### config.mk
export PLATFORM = sky130hd
export DESIGN_NAME = fpc_top
export DESIGN_NICKNAME = d
export VERILOG_FILES = /design/src/rtl/fpc_pkg.sv /design/src/rtl/fpc_top.sv
export VERILOG_INCLUDE_DIRS = /design/src /design/src/rtl
export SDC_FILE = /design/constraint.sdc
export NUM_CORES = 1
export LEC_CHECK = 0
export ABC_AREA = 0
export CAP_MARGIN = 30
export CORE_MARGIN = 5
export CORE_UTILIZATION = 25
export CTS_BUF_LIST = sky130_fd_sc_hd__clkbuf_8
export DETAILED_ROUTE_END_ITERATION = 8
export DONT_BUFFER_PORTS = 1
export GPL_ROUTABILITY_DRIVEN = 0
export GPL_TIMING_DRIVEN = 1
export HOLD_SLACK_MARGIN = 0.08
export PLACE_DENSITY_LB_ADDON = 0.12
export SLEW_MARGIN = 20
export SYNTH_ARGS = -nofsm -noshare
export SYNTH_HDL_FRONTEND = slang
export SYNTH_SLANG_ARGS = --single-unit
### constraint.sdc
create_clock -name CLK -period 2.8 [get_ports CLK]
set_clock_uncertainty 0.15 [all_clocks]
set_input_delay 0.84 -clock CLK [delete_from_list [all_inputs] [get_ports CLK]]
set_output_delay 0.84 -clock CLK [all_outputs]
set_load 0.01 [all_outputs]
### src/rtl/fpc_cfg.svh
`ifndef FPC_CFG_SVH
`define FPC_CFG_SVH

// Register byte addresses; the control and address registers add 0x4/0x8/0xC aliases.
`define FPC_ADDR_W 16
`define FPC_OFF_CONTROL 16'hF400
`define FPC_OFF_KEY 16'hF410
`define FPC_OFF_TARGET 16'hF420
`define FPC_OFF_DATA 16'hF430
`define FPC_OFF_SOURCE 16'hF440
`define FPC_ALIAS_CLR 2'h1
`define FPC_ALIAS_SET 2'h2
`define FPC_ALIAS_INV 2'h3

// Control register field positions.
`define FPC_BIT_TRIGGER 15
`define FPC_BIT_ARM 14
`define FPC_BIT_OPFAULT 13
`define FPC_BIT_UVFAULT 12
`define FPC_BIT_UVLIVE 11
`define FPC_OPSEL_MSB 3
`define FPC_CONTROL_RESET 32'h0000_0000

// Operation codes.
`define FPC_OP_NONE 4'h0
`define FPC_OP_WORD 4'h1
`define FPC_OP_ROW 4'h3
`define FPC_OP_PAGE 4'h4
`define FPC_OP_ARRAY 4'h5

// Unlock key words; the values are arbitrary.
`define FPC_KEY_FIRST 32'h1234_5678
`define FPC_KEY_SECOND 32'h8765_4321

// Geometry: page is 4 KB (1024 words), row is 512 bytes (128 words).
`define FPC_PAGE_LOG2 12
`define FPC_ROW_LOG2 9
`define FPC_WORD_LOG2 2

`endif

### src/rtl/fpc_pkg.sv
package fpc_pkg;

    typedef enum logic [1:0] {
        FSM_IDLE,
        FSM_RUN,
        FSM_FINISH
    } fpc_fsm_e;

    typedef enum logic [1:0] {
        UNL_NONE,
        UNL_FIRST,
        UNL_READY
    } fpc_unlock_e;

    // Command handed to the flash array engine.
    typedef struct packed {
        logic req;
        logic [3:0] op;
        logic [31:0] addr;
        logic [31:0] data;
        logic [31:0] src;
    } fpc_cmd_s;

    // APB answer.
    typedef struct packed {
        logic ready;
        logic slverr;
        logic [31:0] rdata;
    } fpc_apb_rsp_s;

    typedef struct packed {
        fpc_fsm_e fsm;
        fpc_unlock_e unlock;
        logic trigger;
        logic op_fault;
        logic uv_fault;
        logic uv_live;
        logic [3:0] op_sel;
        logic [31:0] target;
        logic [31:0] pdata;
        logic [31:0] source;
        fpc_cmd_s cmd;
        fpc_apb_rsp_s rsp;
    } fpc_state_s;

endpackage : fpc_pkg

### src/rtl/fpc_top.sv
// Chosen here: the APB register port.
`timescale 1ns/1ns
`include "fpc_cfg.svh"
module fpc_top (
    // Clock and resets
    input wire logic CLK,
    input wire logic RSTN,
    input wire logic POR_N,
    // APB slave
    input wire logic PSEL,
    input wire logic PENABLE,
    input wire logic PWRITE,
    input wire logic [15:0] PADDR,
    input wire logic [31:0] PWDATA,
    output logic PREADY,
    output logic PSLVERR,
    output logic [31:0] PRDATA,
    // Flash array engine
    output fpc_pkg::fpc_cmd_s FL_CMD,
    input wire logic FL_DONE,
    input wire logic FL_FAIL,
    // Write protection of the addressed region and of any page
    input wire logic WP_TARGET,
    input wire logic WP_ANY,
    // Undervoltage detector and busy flag
    input wire logic UV_DETECT,
    output logic UV_DETECT_EN,
    output logic BUSY
);

    ////////////////////////////////////////////////////////////////////////////////
    // Functions

    // Aligns the target address to the unit that the operation touches.
    function automatic logic [31:0] fpc_align(input logic [3:0] op, input logic [31:0] a);
        logic [31:0] r;
        r = a;
        unique case (op)
            `FPC_OP_ARRAY: r = 32'h0000_0000;
            `FPC_OP_PAGE: r = {a[31:`FPC_PAGE_LOG2], {`FPC_PAGE_LOG2{1'b0}}};
            `FPC_OP_ROW: r = {a[31:`FPC_ROW_LOG2], {`FPC_ROW_LOG2{1'b0}}};
            default: r = {a[31:`FPC_WORD_LOG2], {`FPC_WORD_LOG2{1'b0}}};
        endcase
        return r;
    endfunction : fpc_align

    // Applies a plain, clear, set or invert alias write.
    function automatic logic [31:0] fpc_alias(input logic [1:0] k, input logic [31:0] old,
                                              input logic [31:0] w);
        logic [31:0] r;
        r = w;
        unique case (k)
            `FPC_ALIAS_CLR: r = old & ~w;
            `FPC_ALIAS_SET: r = old | w;
            `FPC_ALIAS_INV: r = old ^ w;
            default: r = w;
        endcase
        return r;
    endfunction : fpc_alias

    function automatic logic fpc_is_flash_op(input logic [3:0] op);
        return (op == `FPC_OP_WORD) || (op == `FPC_OP_ROW) ||
               (op == `FPC_OP_PAGE) || (op == `FPC_OP_ARRAY);
    endfunction : fpc_is_flash_op

    ////////////////////////////////////////////////////////////////////////////////
    // State

    fpc_pkg::fpc_state_s st_reg;
    fpc_pkg::fpc_state_s st_next;
    logic arm_reg;
    logic arm_next;
    logic arm_rst_n;

    // The arm bit is the only control bit that a device reset touches.
    assign arm_rst_n = RSTN & POR_N;

    logic setup;
    logic access;
    logic [15:0] base;
    logic [1:0] kind;
    logic hit_ctl;
    logic hit_key;
    logic hit_tgt;
    logic hit_dat;
    logic hit_src;
    logic mapped;
    logic [31:0] ctl_view;
    logic [31:0] ctl_new;
    logic [31:0] rd_val;
    logic start;
    logic [3:0] run_op;

    ////////////////////////////////////////////////////////////////////////////////
    // Address decode

    always_comb begin
        base = {PADDR[15:4], 4'h0};
        kind = PADDR[3:2];
        hit_ctl = (base == `FPC_OFF_CONTROL) && (PADDR[1:0] == 2'h0);
        hit_tgt = (base == `FPC_OFF_TARGET) && (PADDR[1:0] == 2'h0);
        // Only the control and address registers carry aliases.
        hit_key = (PADDR == `FPC_OFF_KEY);
        hit_dat = (PADDR == `FPC_OFF_DATA);
        hit_src = (PADDR == `FPC_OFF_SOURCE);
        mapped = hit_ctl | hit_tgt | hit_key | hit_dat | hit_src;
        setup = PSEL & ~PENABLE;
        access = PSEL & PENABLE & st_reg.rsp.ready;
    end

    always_comb begin
        ctl_view = `FPC_CONTROL_RESET;
        ctl_view[`FPC_BIT_TRIGGER] = st_reg.trigger;
        ctl_view[`FPC_BIT_ARM] = arm_reg;
        ctl_view[`FPC_BIT_OPFAULT] = st_reg.op_fault;
        ctl_view[`FPC_BIT_UVFAULT] = st_reg.uv_fault;
        ctl_view[`FPC_BIT_UVLIVE] = st_reg.uv_live;
        ctl_view[`FPC_OPSEL_MSB:0] = st_reg.op_sel;
        ctl_new = fpc_alias(kind, ctl_view, PWDATA);
        rd_val = 32'h0000_0000;
        if (hit_ctl) begin
            rd_val = ctl_view;
        end else if (hit_tgt) begin
            rd_val = st_reg.target;
        end else if (hit_dat) begin
            rd_val = st_reg.pdata;
        end else if (hit_src) begin
            rd_val = st_reg.source;
        end
        // A key read falls through to zero.
        if (hit_key) begin
            rd_val = 32'h0000_0000;
        end
    end

    ////////////////////////////////////////////////////////////////////////////////
    // Next state

    always_comb begin
        st_next = st_reg;
        arm_next = arm_reg;
        start = 1'b0;
        run_op = st_reg.cmd.op;

        // Zero-wait APB: the answer is prepared during the setup cycle.
        st_next.rsp.ready = setup;
        st_next.rsp.slverr = setup & ~mapped;
        st_next.rsp.rdata = (setup & ~PWRITE) ? rd_val : 32'h0000_0000;
        st_next.cmd.req = 1'b0;

        // Unlock tracking; any completed access that is not part of it cancels it.
        if (access) begin
            if (PWRITE && hit_key && PWDATA == `FPC_KEY_FIRST) begin
                st_next.unlock = fpc_pkg::UNL_FIRST;
            end else if (PWRITE && hit_key && PWDATA == `FPC_KEY_SECOND &&
                         st_reg.unlock == fpc_pkg::UNL_FIRST) begin
                st_next.unlock = fpc_pkg::UNL_READY;
            end else begin
                st_next.unlock = fpc_pkg::UNL_NONE;
            end
        end

        if (access && PWRITE) begin
            if (hit_ctl) begin
                arm_next = ctl_new[`FPC_BIT_ARM];
                if (!arm_reg) begin
                    st_next.op_sel = ctl_new[`FPC_OPSEL_MSB:0];
                end
                // Trigger may rise only armed, unlocked and idle; clearing is hardware's.
                if (ctl_new[`FPC_BIT_TRIGGER] && !st_reg.trigger && arm_reg &&
                    st_reg.unlock == fpc_pkg::UNL_READY) begin
                    start = 1'b1;
                end
            end
            if (hit_tgt) begin
                st_next.target = fpc_alias(kind, st_reg.target, PWDATA);
            end
            if (hit_dat) begin
                st_next.pdata = PWDATA;
            end
            if (hit_src) begin
                st_next.source = PWDATA;
            end
        end

        // The detector is powered only while armed; the live bit tracks it.
        st_next.uv_live = arm_reg & UV_DETECT;

        unique case (st_reg.fsm)
            fpc_pkg::FSM_IDLE: begin
                if (start) begin
                    st_next.trigger = 1'b1;
                    run_op = st_reg.op_sel;
                    st_next.cmd.op = st_reg.op_sel;
                    st_next.fsm = fpc_pkg::FSM_FINISH;
                    if (st_reg.op_sel == `FPC_OP_NONE) begin
                        st_next.op_fault = 1'b0;
                        st_next.uv_fault = 1'b0;
                    end else if (fpc_is_flash_op(st_reg.op_sel)) begin
                        if (WP_TARGET || (st_reg.op_sel == `FPC_OP_ARRAY && WP_ANY)) begin
                            // Protected region: nothing is touched, the attempt fails.
                            st_next.op_fault = 1'b1;
                        end else begin
                            st_next.cmd.req = 1'b1;
                            st_next.cmd.addr = fpc_align(st_reg.op_sel, st_reg.target);
                            st_next.cmd.data = st_reg.pdata;
                            st_next.cmd.src = st_reg.source;
                            st_next.fsm = fpc_pkg::FSM_RUN;
                        end
                    end
                    // Codes 0010, 0110 and the reserved codes complete with no effect.
                end
            end
            fpc_pkg::FSM_RUN: begin
                if (arm_reg && UV_DETECT) begin
                    st_next.uv_fault = 1'b1;
                end
                if (FL_DONE) begin
                    if (FL_FAIL || (arm_reg && UV_DETECT)) begin
                        st_next.op_fault = 1'b1;
                    end
                    st_next.fsm = fpc_pkg::FSM_FINISH;
                end
            end
            fpc_pkg::FSM_FINISH: begin
                st_next.trigger = 1'b0;
                st_next.fsm = fpc_pkg::FSM_IDLE;
            end
            default: begin
                st_next.trigger = 1'b0;
                st_next.fsm = fpc_pkg::FSM_IDLE;
            end
        endcase
    end

    ////////////////////////////////////////////////////////////////////////////////
    // Registers

    // Everything but the arm bit survives a device reset; data only clears on power-on.
    always_ff @(posedge CLK or negedge POR_N) begin
        if (!POR_N) begin
            st_reg <= '0;
        end else begin
            st_reg <= st_next;
        end
    end

    always_ff @(posedge CLK or negedge arm_rst_n) begin
        if (!arm_rst_n) begin
            arm_reg <= 1'b0;
        end else begin
            arm_reg <= arm_next;
        end
    end

    ////////////////////////////////////////////////////////////////////////////////
    // Outputs

    assign PREADY = st_reg.rsp.ready;
    assign PSLVERR = st_reg.rsp.slverr;
    assign PRDATA = st_reg.rsp.rdata;
    assign FL_CMD = st_reg.cmd;
    assign UV_DETECT_EN = arm_reg;
    assign BUSY = st_reg.trigger;

endmodule : fpc_top

# Yosys cells after proc, flatten, opt, wreduce, memory -nomap -nowiden
# Index checks and enable logic that the tools add are counted.
[word_totals] out_inout_bits=137 ff_bits=244 inputBits=59 word_cells=139
[classes] eq_ne=24 muxes=38 n_reduce_logical=33 bitwise=25
[op_table] operator="96-bit two-way mux" n=3
[op_table] operator="101-bit two-way mux" n=2
[op_table] operator="32-bit two-way mux" n=6
[op_table] operator="32-bit one-hot mux with 3 select lines" n=2
[op_table] operator="16-bit equality test, second input constant" n=3
[op_table] operator="16-bit one-hot mux with 3 select lines" n=1
[op_table] operator="32-bit bitwise AND" n=1
[op_table] operator="32-bit by 29-bit equality test with 1-bit output, second input constant" n=1
[op_table] operator="32-bit equality test, second input constant" n=1
[op_table] operator="32-bit NOT" n=1
[op_table] operator="32-bit OR" n=1
[op_table] operator="32-bit bitwise XOR" n=1
[op_table] operator="12-bit equality test, second input constant" n=2
[op_table] operator="16-bit bitwise AND" n=1
[op_table] operator="16-bit OR" n=1
[op_table] operator="16-bit bitwise XOR" n=1
[op_table] operator="2-bit two-way mux" n=7
[op_table] operator="2-bit AND reduction" n=7
[op_table] operator="1-bit two-way mux" n=13
[op_table] operator="1-bit logical AND" n=12
[op_table] operator="2-bit != test, second input constant" n=5
[op_table] operator="4-bit by 3-bit equality test with 1-bit output, second input constant" n=2
[op_table] operator="2-bit one-hot mux with 2 select lines" n=2
[op_table] operator="1-bit bitwise AND" n=7
[op_table] operator="other kinds (18)" n=37

# Longest topological paths before layout
[depth] word_depth=11 mapped_depth=9 depth_no_buf=6

# Worst setup path after synthesis
# OpenSTA, ideal clock, no wires.
[synth_timing] kind="in2reg" startpoint="input PADDR[2]" endpoint="register st_reg, in the netlist FL_CMD[40]" path_stages=8 setup_slack_ps=28 arrival_ps=2497 t_required_ps=2525 n_path_buf=4 setup_ps=125 cell_sequence="clkbuf_1 mux2_2 o2111a_1 and4_1 buf_4 buf_12 buf_12 mux2_4"
[synth_between] elab_chain_len=9 elab_cells_between_ends=11 classes_between="eq/ne (3); mux (4); reduce/logical (4)"
[synth_lines] item="start: declaration" line_no="fpc_top.sv:13" source="input wire logic [15:0] PADDR,"
[synth_lines] item="2-bit equality test or 2-bit by 1-bit equality test with 1-bit output (tied branches)" line_no="fpc_top.sv:52" source="unique case (k)"
[synth_lines] item="16-bit one-hot mux with 3 select lines *" line_no="fpc_top.sv:52"
[synth_lines] item="1-bit logical AND * (3 in series)" line_no="fpc_top.sv:170" source="if (ctl_new[`FPC_BIT_TRIGGER] && !st_reg.trigger && arm_reg &&"
[synth_lines] item="1-bit two-way mux *" line_no="fpc_top.sv:170"
[synth_lines] item="1-bit two-way mux *" line_no="fpc_top.sv:164" source="if (hit_ctl) begin"
[synth_lines] item="1-bit two-way mux *" line_no="fpc_top.sv:163" source="if (access && PWRITE) begin"
[synth_lines] item="5-bit AND reduction (no source line) *"
[synth_lines] item="end signal: assignment" line_no="fpc_top.sv:244" source="st_reg <= st_next;"
[synth_lines] item="end: declaration" line_no="fpc_top.sv:69" source="fpc_pkg::fpc_state_s st_reg;"
# Every way passes the cells marked *; elsewhere a longest branch is shown, timed or not.
# A chain may end at the register's enable or synchronous reset.

# Worst setup path after layout
[layout_timing] startpoint="register st_reg, in the netlist BUSY" endpoint="register st_reg, in the netlist FL_CMD[22]"
[layout_between] elab_chain_len=9 elab_cells_between_ends=12 classes_between="mux (4); bitwise (3); reduce/logical (5)"
[layout_lines] item="16-bit bitwise XOR, or another cell as far along" line_no="fpc_top.sv:55" source="`FPC_ALIAS_INV: r = old ^ w;"
[layout_lines] item="16-bit one-hot mux with 3 select lines" line_no="fpc_top.sv:52"
[layout_lines] item="1-bit logical AND * (3 in series)" line_no="fpc_top.sv:170"
[layout_lines] item="1-bit two-way mux *" line_no="fpc_top.sv:170"
[layout_lines] item="1-bit two-way mux *" line_no="fpc_top.sv:164"
[layout_lines] item="1-bit two-way mux *" line_no="fpc_top.sv:163"
[layout_lines] item="5-bit AND reduction (no source line) *"
# Marks and branches as above.

==> flow_summary.ini <==
[status]
status = complete, but fails checks
violations = negative hold slack

[cts]
post-cts-setup-buffers = 0
cts_max_level = 2
postCtsResizedCells = 0
clockBufferDepth = 3
ctsHoldBuffers = 2
numCtsBuffers = 49
cts_sinks = 242
cts_tree = done
clk_latency_ns = 0.61
path_clk_slew_ns = 0.06
cts_root_buf = clkbuf_8

[job]
cap_viol_max_count = 0

[power]
swShare_pct = 23.9
comb_power_share_pct = 3.3
internal_power_mw = 5.93
p_leak_nw = 7.16
power_per_cell_area_nw_per_um2 = 536
p_clk_share_pct = 51.7
p_seq_share_pct = 45.0
ir_drop_mv = 0.289
power_switching_mw = 1.86

[synth]
synth_seq_area_share_pct = 45.1
async_reset_ff_share_pct = 100
synth_warnings = 0
synth_top_cell_area_share_pct = 45.1
postSynthCellCount = 1153
ys_types = 51
synth-seq-cells = 242
synthTopCellsByArea = dfrtp_1, mux2_2, buf_4
ys.flop_type = dfrtp_1
syn_avg_cell_area_um2 = 11.6
syn_area_um2 = 13400
synth_commonest_cells = dfrtp_1, inv_1, buf_4
synth_most_common_cell = dfrtp_1
synth_top_area_cell = dfrtp_1
synth_edf_count = 0

[timing]
max_slew_margin_pct = 8.52
setup_viol = 0
timing.final.crit_share_pct = 88.0
period_needed_ns = 2.46
max_freq_ghz = 0.406
hold_viol = 119
rsz0062_at_grt = false
worst_slew_pin_slew_ns = 1.37
whs_ns = -0.212
maxSlewViolCount = 0

[worst_setup_path]
r2r_cells = 5
crit_type = register to register
crit_required_ns = 3.12
worstReg2RegStart = BUSY
regToRegEndpoint = FL_CMD[22]
ff2ff_setup_slack_ns = 0.34
path_max_fanout = 35
start_kind = register
critPathCaptureType = register
arrival_ns = 2.79

[route]
wl_met2_um = 19900
wl_per_cell_um = 23.9
wl_met3_um = 3260
drt_pass1_iterations = 4
drt-initial-drc-count = 373
wl_um = 43000
num_vias = 8113
vias_per_cell = 4.51
top_layer_used = met4
antenna_left = 0
route.detailed.drc = 0
drt-met1-wl_um = 18700

[floorplanning]
coreArea_um2 = 53500
ios = 196
die_x_um = 242
die_y_um = 242
initial_core_util_pct = 25.1
rows = 85
die-area_um2 = 58400

[cells_and_area]
stdcell_area_um2 = 14500
multi_input_area_um2 = 5490
drive_above_1_share_pct = 28.1
fillers = 5534
area_growth_pct = 8.23
final_nets = 1199
seq_area_um2 = 6060
fin_cells = 1800
largest_reg_flops = 100

[min_path]
hp-class = input pin to async pin

[place]
port_buffers = 0
dp_hpwl_um = 29400
dpl.cell_count = 1707
placed_area_um2 = 13400

[global_routing]
antenna_found_initial = 4
grt_overflow = 0
grt.total_usage_pct = 14.6
grt_pass1_wl_um = 63900
grt_max_degree = 243
first_global_vias = 8702
==> through the flow <==
step / setup WS (ns) / setup TNS (ns) / hold slack [ns] / util, % / power [mW]
2_1_floorplan: 0.0283 / 0 / 0.299 / - / 3.79
3_3_place_gp: -0.0801 / -1.88 / 0.320 / 25.1 / 3.82
3_5_place_dp: -0.0934 / -4.27 / 0.327 / 25.1 / 3.83
4_1_cts: 0.295 / 0 / -0.283 / 27.2 / 8.00
5_1_grt: 0.212 / 0 / -0.272 / 27.2 / 8.17
6_report: 0.335 / 0 / -0.212 / 27.2 / 7.79
==> power by group through the flow <==
stage	Combinational [mW]	Sequential (mW)	Clock [mW]
CTS	0.263	3.50	4.23
global placement	0.254	3.57	0
floorplan	0.227	3.57	0
global route	0.293	3.50	4.38
detailed placement	0.260	3.57	0
finish	0.259	3.50	4.03
==> layout make-up <==
class                           count  area share (%)
Tap cell                          696            5.99
Multi-Input combinational cell    571            37.8
Clock inverter                     27            1.39
Clock buffer                       63            5.97
Inverter                          149            3.85
Sequential cell                   242            41.7
Antenna cell                        1          0.0172
Timing Repair Buffer               51            3.36
==> worst max-delay path, cell delays in order (launching register included) <==
cell and delay (ns):
dfrtp_1 0.49, nor4b_1 0.39, o2111a_1 0.31, and4_4 0.30, buf_12 0.25, mux2_2 0.37
==> routing by layer <==
metal / vias up / GRT usage [%]
li1: 3670 / -
met1: 4141 / 18.8
met2: 230 / 23.5
met3: 72 / 5.05
met4: 0 / 3.93
met5: - / 0
==> cell usage in the layout, fill, tap and decap left out, types with 4 or more instances in the layout <==
cell      netlist  final
clkbuf_8        0     63
inv_1         149    157
a22oi_1        24     24
and3_1          6      6
nor2b_1         9      8
ha_1           76     76
nand2_1        46     44
a21oi_1        28     28
nand4_1         4      4
buf_4         141     41
o21ai_0        29     29
mux2i_1        51     51
nor2_1         18     18
clkinv_2        0     15
buf_12          4      8
mux2_2        118    118
mux4_2         26     26
and4_1          7      6
a221oi_1       15     15
mux2_4         22     22
nor4_1          6      6
a211oi_1       37     37
mux2_1          8      8
dfrtp_1       242    242
==> worst max-delay path by stage <==
| stage | from | slack (ns) | end | cells past startpoint |
|---|---|---|---|---|
| after floorplan | PADDR[2] | 0.03 | FL_CMD[40] | 8 |
| after global placement | PADDR[3] | -0.08 | PRDATA[14] | 6 |
| after detailed placement | PADDR[1] | -0.09 | FL_CMD[23] | 5 |
| after CTS | BUSY | 0.29 | FL_CMD[26] | 5 |
| after global routing | BUSY | 0.21 | FL_CMD[72] | 6 |
| final | BUSY | 0.34 | FL_CMD[22] | 5 |
==> logic make-up (layout without fill, tap and decap cells) <==
kind of cell             after synthesis  in the layout  share of synthesized area [%]
AND/OR/NAND/NOR                      121            121                           4.93
adder cells (fa/ha/maj)               76             76                           7.08
multiplexers                         225            225                           21.2
buffers and inverters                341            290                           14.2
AO/OA/AOI/OAI                        147            147                           7.47
flip-flops                           242            242                           45.1
other                                  1              3                         0.0279
Note: power is estimated with default switching activity, not from simulation.
